File: config.mk
export PLATFORM = sky130hd
export DESIGN_NAME = mmf_fabric_port
export DESIGN_NICKNAME = d
export VERILOG_FILES = /design/src/rtl/mmf_pkg.sv /design/src/rtl/mmf_fabric_port.sv /design/src/rtl/mmf_lat_line.sv
export SDC_FILE = /design/constraint.sdc
export NUM_CORES = 1
export LEC_CHECK = 0
export ABC_CLOCK_PERIOD_IN_PS = 5080
export BUFFER_PORTS_ARGS = -buffer_cell sky130_fd_sc_hd__buf_4
export CAP_MARGIN = 30
export CORE_MARGIN = 5
export CORE_UTILIZATION = 49
export DETAILED_ROUTE_END_ITERATION = 16
export PLACE_DENSITY_LB_ADDON = 0.3
export SYNTH_ARGS = -nofsm -noshare
export SYNTH_HDL_FRONTEND = slang
export SYNTH_SLANG_ARGS = --single-unit
File: constraint.sdc
create_clock -name mclk -period 5.08 [get_ports mclk]
set_input_delay 0.762 -clock mclk [delete_from_list [all_inputs] [get_ports mclk]]
set_output_delay 0.762 -clock mclk [all_outputs]
set_load 0.05 [all_outputs]
File: src/rtl/mmf_pkg.sv
package mmf_pkg;

   // ------------------------------------------------------------
   // Widths shared by the port structs
   // ------------------------------------------------------------
   localparam int MMF_AW         = 32;
   localparam int MMF_DW         = 32;
   localparam int MMF_SAW        = 16;
   localparam int MMF_WORD_SHIFT = 2;
   localparam int MMF_CNT_W      = 4;

   // ------------------------------------------------------------
   // Reset values and unmapped read data
   // ------------------------------------------------------------
   localparam logic              MMF_WAIT_RST  = 1'b1;
   localparam logic [MMF_DW-1:0] MMF_RDATA_RST = 32'h00000000;
   localparam logic [MMF_DW-1:0] MMF_UNMAPPED  = 32'h00000000;

   // ------------------------------------------------------------
   // Default map and timing of the two default slaves
   // ------------------------------------------------------------
   localparam logic [1:0][MMF_AW-1:0]    MMF_DEF_BASE  = {32'h00001000, 32'h00000000};
   localparam logic [1:0][MMF_AW-1:0]    MMF_DEF_END   = {32'h00001FFF, 32'h00000FFF};
   localparam logic [1:0][MMF_CNT_W-1:0] MMF_DEF_SETUP = {4'h0, 4'h1};
   localparam logic [1:0][MMF_CNT_W-1:0] MMF_DEF_HOLD  = {4'h0, 4'h1};
   localparam logic [1:0][MMF_CNT_W-1:0] MMF_DEF_LAT   = {4'h2, 4'h1};
   localparam int                        MMF_DEF_OUT   = 4;

   typedef enum logic [1:0] {
      MMF_KIND_PLAIN,
      MMF_KIND_FIXED,
      MMF_KIND_VAR
   } mmf_kind_e;

   localparam logic [1:0][1:0] MMF_DEF_KIND = {2'h1, 2'h0};

   typedef struct packed {
      logic              read;
      logic              write;
      logic [MMF_AW-1:0] address;
      logic [MMF_DW-1:0] writedata;
   } mmf_mreq_s;

   typedef struct packed {
      logic              read;
      logic              write;
      logic [MMF_DW-1:0] writedata;
   } mmf_sreq_s;

endpackage : mmf_pkg
File: src/rtl/mmf_fabric_port.sv
`timescale 1ns/1ps
module mmf_fabric_port #(
   parameter int                                     NS        = 2,
   parameter logic                                   M_PIPE    = 1'b1,
   parameter int                                     MAX_OUT   = mmf_pkg::MMF_DEF_OUT,
   parameter logic [NS-1:0][mmf_pkg::MMF_AW-1:0]     SLV_BASE  = mmf_pkg::MMF_DEF_BASE,
   parameter logic [NS-1:0][mmf_pkg::MMF_AW-1:0]     SLV_END   = mmf_pkg::MMF_DEF_END,
   parameter logic [NS-1:0][1:0]                     SLV_KIND  = mmf_pkg::MMF_DEF_KIND,
   parameter logic [NS-1:0][mmf_pkg::MMF_CNT_W-1:0]  SLV_SETUP = mmf_pkg::MMF_DEF_SETUP,
   parameter logic [NS-1:0][mmf_pkg::MMF_CNT_W-1:0]  SLV_HOLD  = mmf_pkg::MMF_DEF_HOLD,
   parameter logic [NS-1:0][mmf_pkg::MMF_CNT_W-1:0]  SLV_LAT   = mmf_pkg::MMF_DEF_LAT
) (
   input  wire logic                                 mclk,
   input  wire logic                                 resetn,
   input  wire mmf_pkg::mmf_mreq_s                   m_req,
   output logic                                      m_waitrequest,
   output logic [mmf_pkg::MMF_DW-1:0]                m_readdata,
   output logic                                      m_readdatavalid,
   output logic [NS-1:0]                             s_chipselect,
   output logic [NS-1:0][mmf_pkg::MMF_SAW-1:0]       s_address,
   output mmf_pkg::mmf_sreq_s                        s_req,
   input  wire logic [NS-1:0][mmf_pkg::MMF_DW-1:0]   s_readdata,
   input  wire logic [NS-1:0]                        s_waitrequest,
   input  wire logic [NS-1:0]                        s_readdatavalid,
   input  wire logic [NS-1:0]                        arb_grant
);
   import mmf_pkg::*;

   localparam int SW = (NS > 1) ? $clog2(NS) : 1;
   localparam int OW = $clog2(MAX_OUT + 1);

   typedef enum {
      ST_IDLE,
      ST_SETUP,
      ST_ACCESS,
      ST_HOLD,
      ST_WAIT_DATA,
      ST_DONE
   } mmf_state_e;

   mmf_state_e               state_reg;
   mmf_state_e               state_next;
   logic [SW-1:0]            sel_reg;
   logic [SW-1:0]            sel_next;
   logic [SW-1:0]            pend_sel_reg;
   logic                     rd_reg;
   logic                     rd_next;
   logic [MMF_CNT_W-1:0]     cnt_reg;
   logic [MMF_CNT_W-1:0]     cnt_next;
   logic [OW-1:0]            out_reg;
   logic [OW-1:0]            out_next;
   logic [NS-1:0]            hit;
   logic [NS-1:0]            rsp_tok;
   logic [NS-1:0]            lat_in;
   logic [NS-1:0][MMF_SAW-1:0] word;
   logic [SW-1:0]            new_idx;
   logic                     take;
   logic                     cap;
   logic                     push;
   logic                     unmapped;

   // ------------------------------------------------------------
   // Address decode, private to this master port
   // ------------------------------------------------------------
   for (genvar i = 0; i < NS; i++) begin : g_dec
      wire [MMF_AW-1:0] off = m_req.address - SLV_BASE[i];
      assign hit[i]  = (m_req.address >= SLV_BASE[i]) && (m_req.address <= SLV_END[i]);
      assign word[i] = off[MMF_WORD_SHIFT +: MMF_SAW];
      assign lat_in[i] = (state_reg == ST_ACCESS) && rd_reg && !s_waitrequest[i]
                         && (sel_reg == SW'(i));
      // Response tokens: delayed accept for fixed latency, slave flag for variable
      if (SLV_KIND[i] == MMF_KIND_FIXED) begin : g_fix
         mmf_lat_line #(.LAT(int'(SLV_LAT[i]))) u_lat (
            .mclk    (mclk),
            .resetn  (resetn),
            .tok_in  (lat_in[i]),
            .tok_out (rsp_tok[i])
         );
      end else if (SLV_KIND[i] == MMF_KIND_VAR) begin : g_var
         assign rsp_tok[i] = s_readdatavalid[i];
      end else begin : g_plain
         assign rsp_tok[i] = 1'b0;
      end
   end

   // Lowest matching slave wins, so overlapping ranges never raise two selects
   always_comb begin
      new_idx = '0;
      for (int i = NS - 1; i >= 0; i--) begin
         if (hit[i]) begin
            new_idx = SW'(i);
         end
      end
   end

   wire       any_req   = m_req.read || m_req.write;
   wire       any_hit   = |hit;
   wire [1:0] new_kind  = SLV_KIND[new_idx];
   wire [1:0] cur_kind  = SLV_KIND[sel_reg];
   wire       cur_pipe  = (cur_kind != MMF_KIND_PLAIN);
   wire       slv_ok    = !s_waitrequest[sel_reg];
   // Order is kept by only letting new reads join reads already in flight to the
   // same latency slave; a read elsewhere waits for the pipe to drain. Costs some
   // throughput when a master alternates slaves, but needs no reorder buffer.
   wire       order_ok  = !M_PIPE || !m_req.read || (out_reg == '0)
                          || ((new_idx == pend_sel_reg) && (new_kind != MMF_KIND_PLAIN)
                              && (out_reg != OW'(MAX_OUT)));
   wire       pop       = M_PIPE && (out_reg != '0) && rsp_tok[pend_sel_reg];

   // ------------------------------------------------------------
   // Wait-state machine
   // ------------------------------------------------------------
   always_comb begin
      state_next = state_reg;
      cnt_next   = cnt_reg;
      take       = 1'b0;
      cap        = 1'b0;
      push       = 1'b0;
      unmapped   = 1'b0;
      case (state_reg)
         ST_IDLE: begin
            if (any_req && !any_hit) begin
               // An unmapped read still queues behind reads in flight, or it would overtake them
               if (!m_req.read || (out_reg == '0)) begin
                  unmapped   = 1'b1;
                  state_next = ST_DONE;
               end
            end else if (any_req && arb_grant[new_idx] && order_ok) begin
               take     = 1'b1;
               cnt_next = SLV_SETUP[new_idx];
               state_next = (SLV_SETUP[new_idx] != '0) ? ST_SETUP : ST_ACCESS;
            end
         end
         ST_SETUP: begin
            cnt_next = cnt_reg - MMF_CNT_W'(1);
            if (cnt_reg == MMF_CNT_W'(1)) begin
               state_next = ST_ACCESS;
            end
         end
         ST_ACCESS: begin
            if (slv_ok) begin
               cnt_next = SLV_HOLD[sel_reg];
               if (rd_reg && cur_pipe && !M_PIPE) begin
                  state_next = ST_WAIT_DATA;
               end else begin
                  push = rd_reg && cur_pipe;
                  cap  = rd_reg && !cur_pipe;
                  state_next = (SLV_HOLD[sel_reg] != '0) ? ST_HOLD : ST_DONE;
               end
            end
         end
         ST_HOLD: begin
            cnt_next = cnt_reg - MMF_CNT_W'(1);
            if (cnt_reg == MMF_CNT_W'(1)) begin
               state_next = ST_DONE;
            end
         end
         ST_WAIT_DATA: begin
            if (rsp_tok[sel_reg]) begin
               cap        = 1'b1;
               state_next = ST_DONE;
            end
         end
         ST_DONE: begin
            state_next = ST_IDLE;
         end
         default: begin
            state_next = ST_IDLE;
         end
      endcase
   end

   assign sel_next = take ? new_idx : sel_reg;
   assign rd_next  = take ? m_req.read : rd_reg;
   assign out_next = out_reg + OW'(push) - OW'(pop);

   wire in_xfer   = (state_next == ST_SETUP) || (state_next == ST_ACCESS) || (state_next == ST_HOLD);
   wire strobe    = (state_next == ST_ACCESS);
   wire rvalid_nx = M_PIPE && (pop || cap || (unmapped && m_req.read));
   wire [MMF_DW-1:0] rdata_nx = pop ? s_readdata[pend_sel_reg] :
                                cap ? s_readdata[sel_reg] : MMF_UNMAPPED;

   // ------------------------------------------------------------
   // State and output registers
   // ------------------------------------------------------------
   always_ff @(posedge mclk or negedge resetn) begin
      if (!resetn) begin
         state_reg <= ST_IDLE;
         sel_reg   <= '0;
         rd_reg    <= 1'b0;
         cnt_reg   <= '0;
      end else begin
         state_reg <= state_next;
         sel_reg   <= sel_next;
         rd_reg    <= rd_next;
         cnt_reg   <= cnt_next;
      end
   end

   // Tracking exists only for a pipelined master; otherwise it folds to constants
   if (M_PIPE) begin : g_track
      always_ff @(posedge mclk or negedge resetn) begin
         if (!resetn) begin
            out_reg      <= '0;
            pend_sel_reg <= '0;
         end else begin
            out_reg <= out_next;
            if (push) begin
               pend_sel_reg <= sel_reg;
            end
         end
      end
   end else begin : g_notrack
      assign out_reg      = '0;
      assign pend_sel_reg = '0;
   end

   always_ff @(posedge mclk or negedge resetn) begin
      if (!resetn) begin
         m_waitrequest   <= MMF_WAIT_RST;
         m_readdata      <= MMF_RDATA_RST;
         m_readdatavalid <= 1'b0;
         s_chipselect    <= '0;
         s_address       <= '0;
         s_req           <= '0;
      end else begin
         m_waitrequest   <= (state_next != ST_DONE);
         m_readdatavalid <= rvalid_nx;
         if (pop || cap || unmapped) begin
            m_readdata <= rdata_nx;
         end
         s_chipselect <= in_xfer ? (NS'(1) << sel_next) : '0;
         s_req.read   <= strobe && rd_next;
         s_req.write  <= strobe && !rd_next;
         if (take) begin
            s_address       <= word;
            s_req.writedata <= m_req.writedata;
         end
      end
   end
endmodule : mmf_fabric_port

File: src/rtl/mmf_lat_line.sv
`timescale 1ns/1ps
module mmf_lat_line #(
   parameter int LAT = 1
) (
   input  wire logic mclk,
   input  wire logic resetn,
   input  wire logic tok_in,
   output logic      tok_out
);
   // ------------------------------------------------------------
   // Token delay of exactly LAT cycles, one bit per cycle in flight
   // ------------------------------------------------------------
   logic [LAT-1:0] line_reg;

   always_ff @(posedge mclk or negedge resetn) begin
      if (!resetn) begin
         line_reg <= '0;
      end else begin
         line_reg <= (line_reg << 1) | LAT'(tok_in);
      end
   end

   assign tok_out = line_reg[LAT-1];

endmodule : mmf_lat_line

==> impl_metrics.json, run 1 <==
{
  "gp_congestion": 0.8889,
  "worstMarginPinSlew_ps": 780.6,
  "path_clk_slew_ps": 60,
  "synth_area_um2": 5615,
  "drive_gt1_share_pct": 47.30,
  "routed-via-count": 4375,
  "area.growth.synth_to_final_pct": 45.77,
  "die_x_um": 117.1,
  "reg2reg_from": "state_reg[10]",
  "endpoint_kind": "flop",
  "p_int_uw": 2018,
  "cp.arrival_ps": 3780,
  "gr-usage-met1_pct": 23.46,
  "slowest_delay_ps": 660,
  "grt_remaining_overflow": 0,
  "grtUsageTotal_pct": 20.79,
  "cts.htree.levels": 4,
  "yosysTopAreaCellShare_pct": 60.16,
  "r2r-end": "s_chipselect[0]",
  "worstHoldPathCells": 0,
  "antenna_left": 0,
  "ys_ff_latch": 136,
  "ys_types": 55,
  "outcome": "finished clean",
  "finalCriticalPeriod_ps": 3438,
  "cts_setup_buffers": 0,
  "yosys_warnings": 0,
  "slowest_stage": "nand3_2",
  "die_area_um2": 13700,
  "multi_input_area_um2": 2097,
  "clock.fmax_ghz": 0.2909,
  "synthTopCellsByArea": "dfrtp_1, mux2_2, a221o_1, nor2b_1, ha_1",
  "drv_slew": 0,
  "core_area_um2": 11320,
  "ctsLongestPathBuffers": 2,
  "r2r_slack_ps": 1640,
  "antenna_found_initial": 0,
  "rsz0062_at_grt": "false",
  "worstSetupPathType": "reg -> reg",
  "register_area_um2": 3405,
  "hpwlAfterDp_um": 10490,
  "worstPathCellList": "or4_1, nand4b_1, or2_1, nor3_2, nand3_2, buf_4, o2bb2ai_1, and3b_1",
  "grt_pass1_wl_um": 21910,
  "worstSkewPairLatency_ps": 410,
  "clock_skew_ps": 6.551,
  "required_ps": 5420,
  "nNetsFinal": 838,
  "postSynth.asyncResetShare_pct": 100.0,
  "pwr-share-comb_pct": 8.0,
  "worstSetupStartpointType": "flop",
  "ctsResizeCount": 0,
  "wl_um": 14120,
  "drt_first_pass_iters": 4,
  "n_antenna_cell": 0,
  "num_io_pins": 240,
  "route.detailed.drc": 0,
  "largest_reg_flops": 34,
  "cp_max_fo": 32,
  "peakVddDrop_v": 0.0002660,
  "switchingPower_uw": 558.5,
  "grt_max_degree": 85,
  "hold_class": "reg -> reg",
  "powerDensity_nw_per_um2": 314.8,
  "netlist_instances": 431,
  "dr.first_iter.drc_count": 263,
  "finalSetupTns_ps": 0,
  "power_uw": 2577,
  "setup_violations": 0,
  "hold_violations": 0,
  "grt_busiest_layer": "met2",
  "seq_area_frac_synth_pct": 60.63,
  "fin_crit_sh_pct": 67.68,
  "clkPwrFrac_pct": 48.5,
  "num_rows": 39,
  "numCtsBuffers": 17,
  "r2r_cells": 8,
  "relSlewSlack_pct": 47.90,
  "initial_core_util_pct": 49.60,
  "cts_tree": "done",
  "min-delay-start": "g_dec[1].g_fix.u_lat.line_reg[0]",
  "cts_root_buffer": "clkbuf_16",
  "seqPwrFrac_pct": 43.5,
  "min_to": "g_dec[1].g_fix.u_lat.line_reg[1]",
  "grt_pass1_vias": 4628,
  "p_leak_uw": 0.004208,
  "n_fill_cell": 808,
  "gr-usage-met2_pct": 35.72,
  "synth_area_per_cell_um2": 13.03,
  "wire_per_inst_um": 16.67,
  "numClockSinks": 136,
  "sw_frac_of_total_pct": 21.67,
  "vias_per_cell": 5.165,
  "synth_area_leader_cell": "dfrtp_1",
  "synthFlopType": "dfrtp_1",
  "port_buffers": 237,
  "drv_cap": 0,
  "grtUsageMet3_pct": 6.992,
  "synth-edff-count": 0,
  "hold_buffers": 0,
  "die_h_um": 117.1
}
==> how the worst max path moves through the flow <==
stage	startpoint	endpoint	slack, ps	cells past startpoint
finish	state_reg[10]	s_chipselect[0]	1640	8
global route	state_reg[10]	s_chipselect[0]	1410	8
CTS	state_reg[10]	s_chipselect[0]	1630	8
detailed placement	m_req[44]	s_chipselect[0]	1310	10
global placement	m_req[44]	s_chipselect[0]	1420	10
floorplan	state_reg[10]	out_reg[2]	2220	13
==> per-layer routing <==
| layer | vias up | wire length (um) |
|---|---|---|
| met1 | 2131 | 5200 |
| li1 | 2050 | - |
| met2 | 162 | 7448 |
| met4 | 0 | 425 |
| met3 | 32 | 1046 |
| met5 | - | 0 |
==> logic make-up (layout without fill, tap and decap cells) <==
| family | Yosys count | count (layout) | share of synthesized area, % |
|---|---|---|---|
| buffers and inverters | 42 | 287 | 4.033 |
| DFF | 136 | 136 | 60.63 |
| adders and majority gates | 8 | 8 | 1.916 |
| AOI/OAI and AO/OA | 67 | 67 | 9.894 |
| other | 1 | 29 | 0.06678 |
| xor gates and xnor gates | 5 | 5 | 0.7800 |
| and+or+nand+nor | 121 | 121 | 12.52 |
| muxes | 51 | 51 | 10.16 |
==> Yosys cell counts (all sizes together), types with 5 or more instances <==
library cell / number
dfrtp: 135
nor2b: 34
inv: 13
a221o: 34
o21ai: 14
ha: 7
a21oi: 5
buf: 17
mux2: 48
nor2: 19
nand4: 7
and2: 6
nor3: 7
clkbuf: 12
nor4: 9
nand2: 14
==> power by group through the flow <==
stage | Sequential [uW] | Clock [uW] | Combinational (uW)
6_report | 1120 | 1250 | 207
5_1_grt | 1120 | 1330 | 223
4_1_cts | 1120 | 1280 | 209
3_5_place_dp | 1140 | 0 | 208
3_3_place_gp | 1140 | 0 | 204
2_1_floorplan | 1180 | 0 | 28.5
==> per-stage QoR <==
step                      instances  util [%]  cell area, um2  worst slack (ps)  hold slack [ps]
after floorplan                 459         -            5720              2223            331.2
after global placement          814     66.62            7542              1418            335.9
after detailed placement        815     66.76            7557              1307            340.3
after CTS                       846     72.17            8170              1631            364.5
after global routing            847     72.30            8185              1407            367.1
final                           847     72.30            8185              1642            365.3
==> critical path: cells and delay by family (launching register included) <==
kind                   cells  cell delay, ps
flip-flops                 1             360
AO/OA/AOI/OAI              1             210
AND/OR/NAND/NOR            6            2280
buffers and inverters      1             520
==> placed cells by master, fill, tap and decap left out, drive strengths merged, types with 5 or more instances in the layout <==
cell type / n
a21oi: 5
a221o: 34
and2: 6
buf: 243
clkbuf: 20
clkinv: 5
conb: 29
dfrtp: 135
ha: 7
inv: 14
mux2: 48
nand2: 14
nand4: 7
nor2: 19
nor2b: 34
nor3: 7
nor4: 9
o21ai: 14
==> final cells by class <==
type / instances / area share, %
clock inverter: 11 / 1.788
multi-input combinational: 281 / 25.62
inverter: 13 / 0.5961
sequential: 136 / 41.59
tap: 143 / 2.186
clock buffer: 20 / 5.702
timing repair buffer: 243 / 22.52
No activity file was read; power rests on OpenSTA's default activity.
==> run 2: changes to the inputs <==
--- a/config.mk
+++ b/config.mk
@@ -5,11 +5,12 @@
 export SDC_FILE = /design/constraint.sdc
 export NUM_CORES = 1
 export LEC_CHECK = 0
-export ABC_CLOCK_PERIOD_IN_PS = 5080
+export ABC_AREA = 1
+export ABC_CLOCK_PERIOD_IN_PS = 2800
 export BUFFER_PORTS_ARGS = -buffer_cell sky130_fd_sc_hd__buf_4
 export CAP_MARGIN = 30
 export CORE_MARGIN = 5
-export CORE_UTILIZATION = 49
+export CORE_UTILIZATION = 45
 export DETAILED_ROUTE_END_ITERATION = 16
 export PLACE_DENSITY_LB_ADDON = 0.3
 export SYNTH_ARGS = -nofsm -noshare
==> constraint.sdc (replaced) <==
create_clock -name mclk -period 2.8 [get_ports mclk]
set_input_delay 0.42 -clock mclk [delete_from_list [all_inputs] [get_ports mclk]]
set_output_delay 0.42 -clock mclk [all_outputs]
set_load 0.05 [all_outputs]
==> run 2 against run 1 <==
Compared with the run above:
- sequential power grew 84%
- critical path depth grew 6
- non-clock buffer count grew 8
- global-route usage shrank 0.73 points
- core utilization shrank 7.5 points
- via count grew 32%
- combinational power grew to 2.5 times the previous value
- first-iteration DRC count grew 39%
==> impl_metrics.json, run 2 <==
{
  "ys_types": 44,
  "postSynth.asyncResetShare_pct": 100.0,
  "min-delay-start": "m_req[28]",
  "layout_commonest_cell": "nand2_1",
  "finalCriticalPeriod_ps": 2509,
  "outcome": "finished clean",
  "sw_frac_of_total_pct": 24.49,
  "n_fill_cell": 1180,
  "final_cell_mix": "nand2_1, buf_4, dfrtp_1",
  "slowest_stage": "fa_1",
  "seq_area_frac_synth_pct": 53.93,
  "area.growth.synth_to_final_pct": 41.90,
  "cp_max_fo": 4,
  "hold_violations": 0,
  "switchingPower_uw": 1178,
  "clkPwrFrac_pct": 46.2,
  "gp_congestion": 0.8805,
  "p_int_uw": 3630,
  "netlist_instances": 755,
  "ys_top_cells_by_count": "nand2_1, dfrtp_1, inv_1, nor2_1, o21ai_0",
  "synth_area_per_cell_um2": 8.361,
  "largest_reg_flops": 34,
  "drive_gt1_share_pct": 30.03,
  "ctsResizeCount": 0,
  "ys_ff_latch": 136,
  "worstSetupPathType": "reg -> reg",
  "drt_first_pass_iters": 5,
  "route.detailed.drc": 0,
  "nNetsFinal": 1162,
  "synth_area_um2": 6312,
  "wl_um": 16290,
  "endpoint_kind": "flop",
  "hold_buffers": 1,
  "setup_violations": 0,
  "yosys_warnings": 0,
  "hpwlAfterDp_um": 12000,
  "wire_per_inst_um": 13.47,
  "worstSkewPairLatency_ps": 420,
  "worstPathCellList": "nor2_1, nand2_1, nor2_2, nand2_1, nor3_4, nand2_2, nor2_1, inv_1, ha_1, inv_1, ha_1, inv_1, fa_1, xnor2_1",
  "antenna_left": 0,
  "hold_class": "in -> reg",
  "grt_max_degree": 60,
  "clock_skew_ps": 12.00,
  "numCtsBuffers": 17,
  "n_antenna_cell": 0,
  "drv_cap": 0,
  "routed-via-count": 5758,
  "min_to": "s_req[28]",
  "cp_common_cell": "inv_1",
  "r2r_slack_ps": 290,
  "port_buffers": 237,
  "rsz0062_at_grt": "false",
  "powerDensity_nw_per_um2": 536.8,
  "cts_setup_buffers": 0,
  "vias_per_cell": 4.763,
  "synth-edff-count": 0,
  "die_x_um": 128.4,
  "placed_cells": 1176,
  "grt_remaining_overflow": 0,
  "cts_tree": "done",
  "pwr-share-comb_pct": 10.8,
  "yosysTopAreaCellShare_pct": 53.52,
  "cts.htree.levels": 4,
  "ctsLongestPathBuffers": 2,
  "path_clk_slew_ps": 60,
  "fin_crit_sh_pct": 89.60,
  "cp.arrival_ps": 2810,
  "multi_input_area_um2": 2512,
  "worstSetupStartpointType": "flop",
  "worstHoldPathCells": 3,
  "synth_area_leader_cell": "dfrtp_1",
  "die_h_um": 128.4,
  "required_ps": 3100,
  "grt_pass1_wl_um": 26410,
  "antenna_found_initial": 0,
  "slowest_delay_ps": 370,
  "hold_ws_ps": 188.2,
  "register_area_um2": 3405,
  "synthFlopType": "dfrtp_1",
  "r2r_cells": 14,
  "worstMarginPinSlew_ps": 554.2,
  "relSlewSlack_pct": 63.05,
  "seqPwrFrac_pct": 42.9,
  "die_area_um2": 16500,
  "num_rows": 43,
  "grtUsageTotal_pct": 20.06,
  "peakVddDrop_v": 0.0003569,
  "core_area_um2": 13830,
  "clock.fmax_ghz": 0.3986,
  "p_leak_uw": 0.004940,
  "cts_root_buffer": "clkbuf_16",
  "post-synth-top-count-cell": "nand2_1",
  "dr.first_iter.drc_count": 365,
  "r2r-end": "out_reg[2]",
  "finalSetupTns_ps": 0,
  "grt_pass1_vias": 5663,
  "drv_slew": 0,
  "initial_core_util_pct": 45.65,
  "instances_no_fill": 1209,
  "numClockSinks": 136,
  "num_io_pins": 240,
  "synthTopCellsByArea": "dfrtp_1, nand2_1, inv_1, nor2_1, o21ai_0",
  "reg2reg_from": "state_reg[8]"
}
[run 2: layer usage]
layer	share of wire, %	wire (um)	global-route usage [%]
met2	51	8364	34.42
met3	7.3	1185	5.230
met5	0	0	0
met4	2.8	450	8.489
met1	39	6288	23.89
[run 2: kinds of logic after synthesis]
kind of cell	share of synthesized area, %
AOI/OAI and AO/OA	8.365
xor gates and xnor gates	0.6937
adders and majority gates	1.705
buffers and inverters	7.929
DFF	53.93
muxes	1.427
other	0.05941
and+or+nand+nor	25.89
[run 2: worst max-delay path: cells and delay by family (launching register included)]
family	cells	cell delay (ps)
xor+xnor	1	130
fa+ha+maj	3	770
simple gates	7	960
buf+inv	3	160
flops	1	360
[run 2: worst max path at each step]
| stage | from | end | slack [ps] | cells after the start |
|---|---|---|---|---|
| 2_1_floorplan | state_reg[2] | out_reg[2] | 390 | 14 |
| 3_3_place_gp | m_req[45] | s_req[32] | 280 | 19 |
| 3_5_place_dp | m_req[45] | s_req[32] | 250 | 19 |
| 4_1_cts | state_reg[15] | out_reg[2] | 270 | 14 |
| 5_1_grt | state_reg[2] | out_reg[2] | 100 | 14 |
| 6_report | state_reg[8] | out_reg[2] | 290 | 14 |
[run 2: cell type report]
cell class                      count  share of cell area, %
Clock buffer                       20                  5.098
Clock inverter                     12                  1.578
Inverter                           77                  3.227
Multi-Input combinational cell    533                  28.05
Sequential cell                   136                  38.01
Tap cell                          180                  2.514
Timing Repair Buffer              251                  21.53
[run 2: per-stage QoR]
stage               setup slack [ps]  instance area, um2  utilization, %  total power, uW
finish                         291.2                8957           64.78             4808
global route                   102.0                8957           64.78             5010
CTS                            273.4                8957           64.78             4867
detailed placement             250.7                8349           60.38             2622
global placement               280.7                8349           60.38             2610
floorplan                      392.3                6417               -             2338
[run 2: power by group through the flow]
stage                     sequential, uW  combinational, uW  clock (uW)
after floorplan                     2220                123           0
after global placement              2100                514           0
after detailed placement            2100                523           0
after CTS                           2070                526        2280
after global routing                2070                569        2370
final                               2060                521        2220
